===== src/design/tcp_consts.svh =====
// register offsets, field positions and reset values
`ifndef TCP_CONSTS_SVH
`define TCP_CONSTS_SVH

`define TCP_OFS_CTRL      8'h00
`define TCP_OFS_EVGEN     8'h04
`define TCP_OFS_SLAVE     8'h08
`define TCP_OFS_FLAG      8'h0C
`define TCP_OFS_MASK      8'h10
`define TCP_OFS_COUNT     8'h14
`define TCP_OFS_RELOAD    8'h18
`define TCP_OFS_PRESC     8'h1C
`define TCP_OFS_CHMODE    8'h20
`define TCP_OFS_CMP       8'h40
`define TCP_CH_STRIDE     8'h04

`define TCP_CTRL_RUN      0
`define TCP_CTRL_SPM      1
`define TCP_CTRL_DIR      2
`define TCP_CTRL_ALN_LO   3
`define TCP_CTRL_ALN_HI   4
`define TCP_CTRL_RBE      5
`define TCP_EVGEN_UG      0
`define TCP_SLAVE_SMS_LO  0
`define TCP_SLAVE_SMS_HI  2
`define TCP_SLAVE_TS_LO   4
`define TCP_SLAVE_TS_HI   6
`define TCP_SLAVE_TPOL    8
`define TCP_CHM_MODE_LO   0
`define TCP_CHM_MODE_HI   2
`define TCP_CHM_BUF       3
`define TCP_CHM_FAST      4
`define TCP_CHM_POL       5
`define TCP_CHM_OE        6

`define TCP_SMS_TRIGGER   3'h6
`define TCP_TS_INPUT_TWO  3'h6
`define TCP_RST_RELOAD    16'hFFFF
`define TCP_RST_ZERO      16'h0000

`endif


===== src/design/tcp_pkg.sv =====
// types shared by the compare/pwm/single-pulse timer channel stage
package tcp_pkg;

    typedef enum logic [2:0] {
        TCP_FROZEN   = 3'b000,
        TCP_SET_ACT  = 3'b001,
        TCP_SET_INA  = 3'b010,
        TCP_TOGGLE   = 3'b011,
        TCP_FORCE_LO = 3'b100,
        TCP_FORCE_HI = 3'b101,
        TCP_PWM1     = 3'b110,
        TCP_PWM2     = 3'b111
    } tcp_mode_e;

    typedef enum logic [1:0] {
        TCP_EDGE      = 2'b00,
        TCP_CENTER_DN = 2'b01,
        TCP_CENTER_UP = 2'b10,
        TCP_CENTER_UD = 2'b11
    } tcp_align_e;

    typedef struct packed {
        logic      oe;
        logic      pol;
        logic      fast;
        logic      buf_en;
        tcp_mode_e mode;
    } tcp_chcfg_s;

endpackage


===== src/design/tcp_timer.sv =====
// timer counter with compare, pwm and single-pulse output channels
//
// Summary of operation
// - on match mode 000 holds, 001 sets, 010 clears, 011 toggles output
// - match sets channel compare flag; flag with its mask bit set raises interrupt request
// - compare write is immediate unless buffered, then waits for update
// - update event never changes reference or channel output in compare mode
// - compare acts at the very count where counter equals compare value
// - mode 110 selects pwm mode 1, 111 pwm mode 2, per channel
// - pwm period follows reload value, duty follows compare value
// - buffered values reach shadows only on update; software primes with update
// - output is reference xor polarity, driven only while output enabled
// - pwm reference changes only on compare change, leaving frozen mode or a fast-enabled trigger
// - alignment 00 edge, nonzero center; nonzero values differ only in flag
// - alignment 01 sets compare flag only while counting down
// - mode 1 up: high below compare; 1 above reload, 0 at compare zero
// - mode 1 down: low above compare, else high; no zero duty
// - center mode direction is hardware owned; start uses current direction
// - counter write in center mode: above reload keeps direction, 0/reload set it
// - single-pulse bit stops counter at next hardware update event (overflow or underflow); a software update does not stop it
// - slave mode 110 is trigger start; trigger select 110 is input two
// - single pulse delay equals compare, length reload minus compare plus one
// - trigger edge sets the counter run bit after sync latency
// - fast enable in pwm forces post-match level on the trigger
// - mode 101 forces reference high, 100 forces it low
`timescale 1ns/100ps
`include "tcp_consts.svh"

module tcp_timer
    import tcp_pkg::*;
#(
    parameter int CNT_W  = 16,
    parameter int NUM_CH = 2,
    parameter int ADDR_W = 8
) (
    // clock and reset
    input  wire logic              CLOCK,
    input  wire logic              RESETN,
    // register port
    input  wire logic [ADDR_W-1:0] ADDR,
    input  wire logic [31:0]       WDATA,
    input  wire logic              WR,
    input  wire logic              RD,
    output logic      [31:0]       RDATA,
    // trigger pin
    input  wire logic              INPUT_TWO,
    // channel pins and interrupt request
    output logic      [NUM_CH-1:0] CH_OUT,
    output logic      [NUM_CH-1:0] CH_OE,
    output logic                   COMPARE_IRQ
);

    // control state
    logic              run_r;
    logic              spm_r;
    logic              dir_r;
    tcp_align_e        aln_r;
    logic              rbe_r;
    logic [2:0]        sms_r;
    logic [2:0]        ts_r;
    logic              tpol_r;
    logic [CNT_W-1:0]  cnt_r;
    logic [CNT_W-1:0]  arr_buf_r;
    logic [CNT_W-1:0]  arr_sh_r;
    logic [CNT_W-1:0]  psc_r;
    logic [CNT_W-1:0]  psc_cnt_r;
    logic              moved_r;
    logic [NUM_CH-1:0] flag_r;
    logic [NUM_CH-1:0] mask_r;
    logic [NUM_CH-1:0] flag_set;
    tcp_chcfg_s        cfg_r    [NUM_CH];
    logic [CNT_W-1:0]  cmp_buf_r[NUM_CH];
    logic [CNT_W-1:0]  cmp_sh_r [NUM_CH];

    // decoded strobes
    logic wr_ctrl;
    logic wr_cnt;
    logic ug;
    logic tick;
    logic centered;
    logic at_top;
    logic at_bot;
    logic uev_hw;
    logic uev;

    assign wr_ctrl  = WR && (ADDR == `TCP_OFS_CTRL);
    assign wr_cnt   = WR && (ADDR == `TCP_OFS_COUNT);
    assign ug       = WR && (ADDR == `TCP_OFS_EVGEN) && WDATA[`TCP_EVGEN_UG];
    assign tick     = run_r && (psc_cnt_r == psc_r);
    assign centered = (aln_r != TCP_EDGE);
    assign at_top   = (cnt_r >= arr_sh_r);
    assign at_bot   = (cnt_r == '0);
    assign uev_hw   = tick && (dir_r ? at_bot : at_top);
    assign uev      = uev_hw || ug;

    // trigger pin: three flops, level accepted once stages two and three agree
    logic s1_r;
    logic s2_r;
    logic s3_r;
    logic lvl_r;
    logic lvl_prev_r;
    logic trig;

    always_ff @(posedge CLOCK or negedge RESETN) begin
        if (!RESETN) begin
            s1_r       <= 1'b0;
            s2_r       <= 1'b0;
            s3_r       <= 1'b0;
            lvl_r      <= 1'b0;
            lvl_prev_r <= 1'b0;
        end else begin
            s1_r       <= INPUT_TWO;
            s2_r       <= s1_r;
            s3_r       <= s2_r;
            if (s2_r == s3_r) begin
                lvl_r <= s3_r;
            end
            lvl_prev_r <= lvl_r;
        end
    end

    // active edge of the polarity-corrected input, only when selected
    assign trig = (sms_r == `TCP_SMS_TRIGGER) &&
                  (ts_r == `TCP_TS_INPUT_TWO) &&
                  ((lvl_r ^ tpol_r) && !(lvl_prev_r ^ tpol_r));

    // prescaler divider gives the counter clock enable
    always_ff @(posedge CLOCK or negedge RESETN) begin
        if (!RESETN) begin
            psc_cnt_r <= '0;
        end else if (!run_r || ug || psc_cnt_r == psc_r) begin
            psc_cnt_r <= '0;
        end else begin
            psc_cnt_r <= psc_cnt_r + 1'b1;
        end
    end

    // configuration registers
    always_ff @(posedge CLOCK or negedge RESETN) begin
        if (!RESETN) begin
            spm_r  <= 1'b0;
            aln_r  <= TCP_EDGE;
            rbe_r  <= 1'b0;
            sms_r  <= 3'h0;
            ts_r   <= 3'h0;
            tpol_r <= 1'b0;
            psc_r  <= `TCP_RST_ZERO;
            mask_r <= '0;
        end else if (WR) begin
            case (ADDR)
                `TCP_OFS_CTRL: begin
                    spm_r <= WDATA[`TCP_CTRL_SPM];
                    aln_r <= tcp_align_e'(
                        WDATA[`TCP_CTRL_ALN_HI:`TCP_CTRL_ALN_LO]);
                    rbe_r <= WDATA[`TCP_CTRL_RBE];
                end
                `TCP_OFS_SLAVE: begin
                    sms_r  <= WDATA[`TCP_SLAVE_SMS_HI:`TCP_SLAVE_SMS_LO];
                    ts_r   <= WDATA[`TCP_SLAVE_TS_HI:`TCP_SLAVE_TS_LO];
                    tpol_r <= WDATA[`TCP_SLAVE_TPOL];
                end
                `TCP_OFS_PRESC:  psc_r  <= WDATA[CNT_W-1:0];
                `TCP_OFS_MASK:   mask_r <= WDATA[NUM_CH-1:0];
                default: begin
                end
            endcase
        end
    end

    // run bit: trigger start wins over the single-pulse stop and writes
    always_ff @(posedge CLOCK or negedge RESETN) begin
        if (!RESETN) begin
            run_r <= 1'b0;
        end else if (trig) begin
            run_r <= 1'b1;
        end else if (uev_hw && spm_r) begin
            run_r <= 1'b0;
        end else if (wr_ctrl) begin
            run_r <= WDATA[`TCP_CTRL_RUN];
        end
    end

    // reload value, buffered or direct
    always_ff @(posedge CLOCK or negedge RESETN) begin
        if (!RESETN) begin
            arr_buf_r <= `TCP_RST_RELOAD;
            arr_sh_r  <= `TCP_RST_RELOAD;
        end else begin
            if (WR && ADDR == `TCP_OFS_RELOAD) begin
                arr_buf_r <= WDATA[CNT_W-1:0];
            end
            if (!rbe_r || uev) begin
                arr_sh_r <= arr_buf_r;
            end
        end
    end

    // counter and direction
    always_ff @(posedge CLOCK or negedge RESETN) begin
        if (!RESETN) begin
            cnt_r   <= '0;
            dir_r   <= 1'b0;
            moved_r <= 1'b0;
        end else begin
            moved_r <= tick;
            if (ug) begin
                cnt_r <= dir_r ? arr_sh_r : '0;
            end else if (wr_cnt) begin
                cnt_r <= WDATA[CNT_W-1:0];
                // direction follows only the two end values, no update event
                if (centered && WDATA[CNT_W-1:0] == '0) begin
                    dir_r <= 1'b0;
                end else if (centered && WDATA[CNT_W-1:0] == arr_sh_r) begin
                    dir_r <= 1'b1;
                end
            end else if (tick) begin
                if (!dir_r) begin
                    if (!at_top) begin
                        cnt_r <= cnt_r + 1'b1;
                    end else if (centered) begin
                        cnt_r <= cnt_r - 1'b1;
                        dir_r <= 1'b1;
                    end else begin
                        cnt_r <= '0;
                    end
                end else begin
                    if (!at_bot) begin
                        cnt_r <= cnt_r - 1'b1;
                    end else if (centered) begin
                        cnt_r <= cnt_r + 1'b1;
                        dir_r <= 1'b0;
                    end else begin
                        cnt_r <= arr_sh_r;
                    end
                end
            end
            // software owns direction only in edge-aligned mode
            if (wr_ctrl && !centered && !wr_cnt && !ug && !tick) begin
                dir_r <= WDATA[`TCP_CTRL_DIR];
            end
        end
    end

    // per-channel compare stage
    genvar g;
    generate
        for (g = 0; g < NUM_CH; g++) begin : gen_ch
            logic       wr_mode;
            logic       wr_cmp;
            logic       match;
            logic       pwm;
            logic       res;
            logic       res_prev_r;
            tcp_mode_e  mode_prev_r;
            logic       ref_r;
            logic       flag_ok;
            tcp_mode_e  m;

            assign m       = cfg_r[g].mode;
            assign wr_mode = WR && ADDR == `TCP_OFS_CHMODE +
                             ADDR_W'(g) * `TCP_CH_STRIDE;
            assign wr_cmp  = WR && ADDR == `TCP_OFS_CMP +
                             ADDR_W'(g) * `TCP_CH_STRIDE;
            // act only on the count that just arrived at the compare value
            assign match   = moved_r && (cnt_r == cmp_sh_r[g]);
            assign pwm     = (m == TCP_PWM1) || (m == TCP_PWM2);
            // mode 1 level; edge cases fall out of the plain compare
            assign res     = (dir_r ? !(cnt_r > cmp_sh_r[g])
                                    : (cnt_r < cmp_sh_r[g]))
                             ^ (m == TCP_PWM2);
            always_comb begin
                case (aln_r)
                    TCP_CENTER_DN: flag_ok = dir_r;
                    TCP_CENTER_UP: flag_ok = !dir_r;
                    default:       flag_ok = 1'b1;
                endcase
            end
            assign flag_set[g] = match && flag_ok;

            always_ff @(posedge CLOCK or negedge RESETN) begin
                if (!RESETN) begin
                    cfg_r[g]     <= '0;
                    cmp_buf_r[g] <= `TCP_RST_ZERO;
                    cmp_sh_r[g]  <= `TCP_RST_ZERO;
                end else begin
                    if (wr_mode) begin
                        cfg_r[g] <= tcp_chcfg_s'(WDATA[6:0]);
                    end
                    if (wr_cmp) begin
                        cmp_buf_r[g] <= WDATA[CNT_W-1:0];
                    end
                    if (!cfg_r[g].buf_en || uev) begin
                        cmp_sh_r[g] <= cmp_buf_r[g];
                    end
                end
            end

            // update event deliberately absent here
            always_ff @(posedge CLOCK or negedge RESETN) begin
                if (!RESETN) begin
                    ref_r       <= 1'b0;
                    res_prev_r  <= 1'b0;
                    mode_prev_r <= TCP_FROZEN;
                end else begin
                    res_prev_r  <= res;
                    mode_prev_r <= m;
                    case (m)
                        TCP_FROZEN: begin
                        end
                        TCP_SET_ACT:  if (match) ref_r <= 1'b1;
                        TCP_SET_INA:  if (match) ref_r <= 1'b0;
                        TCP_TOGGLE:   if (match) ref_r <= !ref_r;
                        TCP_FORCE_LO: ref_r <= 1'b0;
                        TCP_FORCE_HI: ref_r <= 1'b1;
                        TCP_PWM1, TCP_PWM2: begin
                            if (trig && cfg_r[g].fast) begin
                                // level the first match would give
                                ref_r <= dir_r ^ (m == TCP_PWM2);
                            end else if (res != res_prev_r ||
                                         mode_prev_r == TCP_FROZEN) begin
                                ref_r <= res;
                            end
                        end
                        default: begin
                        end
                    endcase
                end
            end

            always_ff @(posedge CLOCK or negedge RESETN) begin
                if (!RESETN) begin
                    CH_OUT[g] <= 1'b0;
                    CH_OE[g]  <= 1'b0;
                end else begin
                    CH_OUT[g] <= ref_r ^ cfg_r[g].pol;
                    CH_OE[g]  <= cfg_r[g].oe;
                end
            end
        end
    endgenerate

    // flags: a match in the clearing cycle survives
    always_ff @(posedge CLOCK or negedge RESETN) begin
        if (!RESETN) begin
            flag_r      <= '0;
            COMPARE_IRQ <= 1'b0;
        end else begin
            if (WR && ADDR == `TCP_OFS_FLAG) begin
                flag_r <= (flag_r & ~WDATA[NUM_CH-1:0]) | flag_set;
            end else begin
                flag_r <= flag_r | flag_set;
            end
            COMPARE_IRQ <= |(flag_r & mask_r);
        end
    end

    // read port, data one cycle after the strobe
    logic [31:0] rd_nxt;

    always_comb begin
        rd_nxt = 32'h0000_0000;
        case (ADDR)
            `TCP_OFS_CTRL: begin
                rd_nxt[`TCP_CTRL_RUN] = run_r;
                rd_nxt[`TCP_CTRL_SPM] = spm_r;
                rd_nxt[`TCP_CTRL_DIR] = dir_r;
                rd_nxt[`TCP_CTRL_ALN_HI:`TCP_CTRL_ALN_LO] = aln_r;
                rd_nxt[`TCP_CTRL_RBE] = rbe_r;
            end
            `TCP_OFS_SLAVE: begin
                rd_nxt[`TCP_SLAVE_SMS_HI:`TCP_SLAVE_SMS_LO] = sms_r;
                rd_nxt[`TCP_SLAVE_TS_HI:`TCP_SLAVE_TS_LO]   = ts_r;
                rd_nxt[`TCP_SLAVE_TPOL] = tpol_r;
            end
            `TCP_OFS_FLAG:   rd_nxt[NUM_CH-1:0] = flag_r;
            `TCP_OFS_MASK:   rd_nxt[NUM_CH-1:0] = mask_r;
            `TCP_OFS_COUNT:  rd_nxt[CNT_W-1:0]  = cnt_r;
            `TCP_OFS_RELOAD: rd_nxt[CNT_W-1:0]  = arr_buf_r;
            `TCP_OFS_PRESC:  rd_nxt[CNT_W-1:0]  = psc_r;
            default: begin
                for (int i = 0; i < NUM_CH; i++) begin
                    if (ADDR == `TCP_OFS_CHMODE +
                        ADDR_W'(i) * `TCP_CH_STRIDE) begin
                        rd_nxt[6:0] = cfg_r[i];
                    end
                    if (ADDR == `TCP_OFS_CMP +
                        ADDR_W'(i) * `TCP_CH_STRIDE) begin
                        rd_nxt[CNT_W-1:0] = cmp_buf_r[i];
                    end
                end
            end
        endcase
    end

    always_ff @(posedge CLOCK or negedge RESETN) begin
        if (!RESETN) begin
            RDATA <= 32'h0000_0000;
        end else if (RD) begin
            RDATA <= rd_nxt;
        end else begin
            RDATA <= 32'h0000_0000;
        end
    end

endmodule


===== config.mk =====
export PLATFORM = sky130hd
export DESIGN_NAME = tcp_timer
export DESIGN_NICKNAME = d
export VERILOG_FILES = /design/src/design/tcp_pkg.sv /design/src/design/tcp_timer.sv
export VERILOG_INCLUDE_DIRS = /design/src /design/src/design
export SDC_FILE = /design/constraint.sdc
export NUM_CORES = 1
export LEC_CHECK = 0
export BUFFER_PORTS_ARGS = -buffer_cell sky130_fd_sc_hd__buf_2
export CAP_MARGIN = 20
export CORE_ASPECT_RATIO = 1.25
export CORE_MARGIN = 2
export CORE_UTILIZATION = 35
export CTS_CLUSTER_DIAMETER = 30
export CTS_CLUSTER_SIZE = 10
export DETAILED_ROUTE_END_ITERATION = 6
export GPL_TIMING_DRIVEN = 0
export PLACE_DENSITY = 0.57
export REMOVE_ABC_BUFFERS = 1
export SETUP_SLACK_MARGIN = 0.3
export SYNTH_ARGS = -nofsm -noshare
export SYNTH_HDL_FRONTEND = slang
export SYNTH_SLANG_ARGS = --single-unit

===== constraint.sdc =====
create_clock -name CLOCK -period 4.3 [get_ports CLOCK]
set_clock_uncertainty 0.05 [all_clocks]
set_input_delay 0.645 -clock CLOCK [delete_from_list [all_inputs] [get_ports CLOCK]]
set_output_delay 0.645 -clock CLOCK [all_outputs]
set_load 0.01 [all_outputs]

Word-level counts from Yosys, hierarchy flattened
Cells that the tools add are included.
Widths: inputs -> output; s select.
Storage, ports and cells
  latch bits: 0
  bits in registers: 228
  memory bits (writable): 0
  memories: 0
  output and inout bits: 37
  memory bits (read-only): 0
  word-level logic and storage cells: 243
Cells by class
  muxes and demuxes: 54
  order comparisons: 5
  eq/ne operators: 46
  div/mod/pow operators: 0
  bitwise logic cells: 13
  shift-type cells: 0
  reductions and logical operators: 75
  add/sub/neg operators: 3
  multipliers: 0
Operators by type and width (number)
  $mux 16: 13
  $eq 16x16->1: 4
  $add 16x1->16 const B: 2
  $eq 8x5->1 const B: 4
  $gt 16x16->1: 2
  $logic_not 16->1: 2
  $lt 16x16->1: 2
  $eq 3x3->1 const B: 10
  $logic_and 1x1->1: 28
  $pmux 7 s4: 1
  $mux 1: 27
  $pmux 1 s6: 3
  $eq 8x4->1 const B: 2
  $eq 8x6->1 const B: 2
  $eq 8x7->1 const B: 2
  $ge 16x16->1: 1
  $sub 16x1->16 const B: 1
  $pmux 1 s5: 3
  $logic_not 1->1: 14
  $mux 7: 2
  $pmux 2 s7: 1
  $eq 3x2->1 const B: 4
  $ne 2x2->1 const B: 6
  $pmux 2 s6: 1
  28 further kinds: 59

Depth between registers and ports, before layout
  depth in word-level cells: 9
  mapped depth: 13
  mapped depth without buffers: 10

Worst setup path before layout
Ideal clock, no wire load.
  path type: register -> register
  start: reg cnt_r[0]
  end: reg cmp_sh_r[10] in the netlist's numbering
  setup slack: 1.063 ns
  period minus slack after synthesis: 3.237 ns
  path buffers: 3
  data required time: 4.125 ns
  cell stages (with the launch flop): 14
  setup time: 0.125 ns
  data arrival time: 3.062 ns
  cell sequence: dfrtp_1 clkbuf_1 inv_1 ha_1 nand2b_1 a2111oi_0 o31a_1 o21ai_1 or2_2 nand3_2 and3_1 buf_2 buf_6 mux2_4
On the way
  word-level cells in the longest chain between the ends: 5
  elaborated cells between the ends (all ways): 6
  classes of those cells: order compare (1); mux (1); reduce/logical (4)
Ends and longest elaborated chain
  from (decl): line tcp_timer.sv:62  | logic [CNT_W-1:0] cnt_r;
  from (signal assigned): line tcp_timer.sv:207  | cnt_r <= dir_r ? arr_sh_r : '0;
  from (signal assigned): line tcp_timer.sv:209  | cnt_r <= WDATA[CNT_W-1:0];
  from (signal assigned): line tcp_timer.sv:219  | cnt_r <= cnt_r + 1'b1;
  $ge 16x16->1 or $logic_not 16->1 (tied branches): line tcp_timer.sv:91, tcp_timer.sv:92
  $mux 1 *: line tcp_timer.sv:93  | assign uev_hw = tick && (dir_r ? at_bot : at_top);
  $logic_and 1x1->1 *: line tcp_timer.sv:93
  $logic_or 1x1->1 *: line tcp_timer.sv:94  | assign uev = uev_hw || ug;
  $logic_or 1x1->1 *: line tcp_timer.sv:292  | if (!cfg_r[g].buf_en || uev) begin
  to (signal, indexed assignment): line tcp_timer.sv:284  | cmp_sh_r[g] <= `TCP_RST_ZERO;
  to (signal, indexed assignment): line tcp_timer.sv:293  | cmp_sh_r[g] <= cmp_buf_r[g];
  to (decl): line tcp_timer.sv:73  | logic [CNT_W-1:0] cmp_sh_r [NUM_CH];
Mark *: on every way between the ends. The rest lies on a longest branch, timed or not.
A chain may end at the register's enable or synchronous reset.

Final worst setup path
  start: reg cnt_r[0]
  end: reg cmp_sh_r[21] in the netlist's numbering
The elaborated chain is that of the path after synthesis.

==> flow_summary.ini <==
[sta]
fin_crit_ns = 3.748
fmax_mhz = 266.8
drv_slew = 0
layout_setup_ws_ns = 0.5518
tightest_slew_ns = 1.169
hold_viol = 0
post-route-period-util_pct = 87.17
rsz0062_at_grt = false
setup_tns_ns = 0
relSlewSlack_pct = 22.10
final-setup-viol-count = 0

[detailed_routing]
detail_route.iter0.violations = 818
vias = 9184
drc = 0
wl_per_cell_um = 22.14
drt_first_pass_iters = 7
routed_wl_um = 35760
ant_nets = 0
drt-vias-per-instance = 5.687

[critical_path]
worstSetupStartpoint = cnt_r[0]$_DFFE_PN0P_
rr_endpoint = cmp_sh_r[21]$_DFFE_PN0P_
required_ns = 4.66
cp-endpoint = cmp_sh_r[21]$_DFFE_PN0P_
r2r_start = cnt_r[0]$_DFFE_PN0P_
slowest_delay_ns = 0.49
crit_fanout = 19
crit_slowest_cell = dfrtp_2
rr_worst_depth = 10
path_cells = inv_1, ha_1, nand2b_1, a2111oi_0, o31a_1, o21ai_4, or2_2, nand3_2, and3_4, mux2_2
critical_path_class = flop to flop
rrSetupSlack_ns = 0.55
crit_path_start_kind = flop
cp.arrival_ns = 4.11
end_kind = flop

[logic_synthesis]
avgSynthCellArea_um2 = 10.71
synth.distinct_cells = 73
yosysTopAreaCell = dfrtp_1
ys_ff_latch = 212
ys_dominant_reg_cell = dfrtp_1
yosysWarnings = 0
netlist.area_leader.share_pct = 37.87
synth-edff-count = 0
netlist_area_um2 = 11890
ys_seq_area_share_pct = 44.94
synthTopCellsByArea = dfrtp_1, mux2_2, dfstp_2
ys_async_sr_fraction_pct = 100.0
syn_inst = 1111

[final_layout]
drive_gt1_share_pct = 27.77
diodes = 0
layout_common_cells = dfrtp_1, mux2_2, nand2_1
finalInstanceArea_um2 = 14120
mostFrequentLayoutCell = dfrtp_1
syn_to_final_growth_pct = 18.74
nets = 1254
fillCellCount = 3128

[power_and_ir_drop]
vdd_drop_max_uv = 268.3
total_power_mw = 7.860
power_density_nw_per_um2 = 556.6
leakage_nw = 6.091

[floorplan]
die_y_um = 210.1
row_count = 75
coreArea_um2 = 33500
dieWidth_um = 168.9
start_util_pct = 35.50
io_pins = 82
die-area_um2 = 35480

[clocking]
cts.sinks = 212
cts_max_level = 2
cts.reportedPaths.clkPinSlew_ns = 0.05
cts_root_buf = clkbuf_16
clk_path_buf_depth = 3
cts_hold_repair.buffers = 0
cts_tree = done
numCtsBuffers = 45
clk_latency_ns = 0.54

[global_routing]
grt_use_total_pct = 20.47
grt_pass1_vias = 9207
grt-ovfl-total = 0
grt_max_degree = 112
antenna_found_initial = 0
grt_pass1_wl_um = 55510

[run]
drv_cap = 0

[placed_design]
pre_cts_ws_ns = -0.3315
hpwl_um = 24230
io_buffer_count = 49
place_area_um2 = 12450
gp_congestion = 0.9057

[run_status]
run_status = finished clean

[min_path]
hold_path_class = input pin to async pin
## worst max-delay path: cells and delay by family, from the launching register on
family                     cells  cell delay [ns]
AOI/OAI and AO/OA              3             0.91
DFF                            1             0.49
and+or+nand+nor                4             1.21
buffers and inverters          1             0.29
muxes                          1             0.38
adders and majority gates      1             0.29
## per-stage QoR
stage / hold slack, ns / util (%) / std cells
after floorplan: 0.2812 / - / 1049
after global placement: 0.2873 / 36.77 / 1521
after detailed placement: 0.2984 / 37.17 / 1528
after CTS: 0.1386 / 42.13 / 1615
after global routing: 0.1472 / 42.16 / 1615
final: 0.08659 / 42.16 / 1615
## worst min-delay path by stage
| stage | end | startpoint | slack (ns) |
|---|---|---|---|
| final | flag_r[0]$_DFF_PN0_ | RESETN | 0.09 |
| after global routing | s1_r$_DFF_PN0_ | INPUT_TWO | 0.15 |
| after CTS | s1_r$_DFF_PN0_ | INPUT_TWO | 0.14 |
| after detailed placement | s2_r$_DFF_PN0_ | s1_r$_DFF_PN0_ | 0.30 |
| after global placement | s2_r$_DFF_PN0_ | s1_r$_DFF_PN0_ | 0.29 |
| after floorplan | s2_r$_DFF_PN0_ | s1_r$_DFF_PN0_ | 0.28 |
## synth_stat cells (6+ instances only)
library cell and n:
nor2_1 54, buf_2 9, or2_2 6, o21ai_0 44, mux2_1 8, a221oi_1 6, ha_1 54, nor2b_1 7
a211oi_1 12, clkbuf_1 45, buf_4 16, xor2_1 23, nand4_1 22, a222oi_1 20, nand2b_1 6, a21oi_1 52
nor4_1 11, mux2_4 20, o22ai_1 8, a31oi_1 8, nor3_1 21, and3_1 13, inv_1 60, mux2_2 114
nand2_1 62, mux2i_1 6, a2111oi_0 7, xnor2_1 46, dfstp_2 32, buf_6 6, nand3_1 30, dfrtp_1 180
a22oi_1 22
## layout make-up
cell class	count	area [um2]	share of cell area (%)
clock inverters	29	380.4	2.693
inverters	61	229.0	1.621
flip-flops and latches	212	5346	37.86
repair buffers	59	385.4	2.729
multi-input cells	776	6026	42.67
clock buffers	55	1226	8.683
well taps	423	529.3	3.748
## report_power, final
part	internal, mW	switching [mW]
Combinational	0.737	1.00
Clock	2.47	1.18
Sequential	2.15	0.319
## repair_timing
item,4_1_cts,5_1_grt
endpoints found under the hold margin,0,0
pin swaps,1,0
setup endpoints to repair,59,22
gates resized for setup,7,2
buffers inserted,3,0
## routing by layer
layer | wire length (um) | vias up | track usage, % | part of all wire, %
li1 | - | 4124 | - | -
met1 | 15090 | 4632 | 26.37 | 42
met2 | 17170 | 349 | 33.65 | 48
met3 | 1988 | 79 | 3.323 | 5.6
met4 | 1516 | 0 | 9.661 | 4.2
met5 | 0 | - | 0 | 0
## cell families (layout without fill, tap and decap cells)
family | count (synthesis) | after routing | synth area share, %
compound gates | 229 | 229 | 13.17
xor+xnor | 69 | 69 | 5.081
fa+ha+maj | 55 | 55 | 5.765
buf+inv | 138 | 204 | 5.344
flops | 212 | 212 | 44.94
mux | 148 | 148 | 14.58
other cells | 1 | 16 | 0.03153
simple gates | 259 | 259 | 11.09
## state kept, by name, indices dropped and copies added (netlist names), 3 cells and up
register and flops:
cmp_sh_r 32, gen_ch.m 6, ts_r 3, arr_buf_r 16
cfg_r 8, psc_cnt_r 16, gen_ch.mode_prev_r 6, RDATA 16
cmp_buf_r 32, psc_r 16, sms_r 3, cnt_r 16
arr_sh_r 16
(Power assumes the default switching activity.)
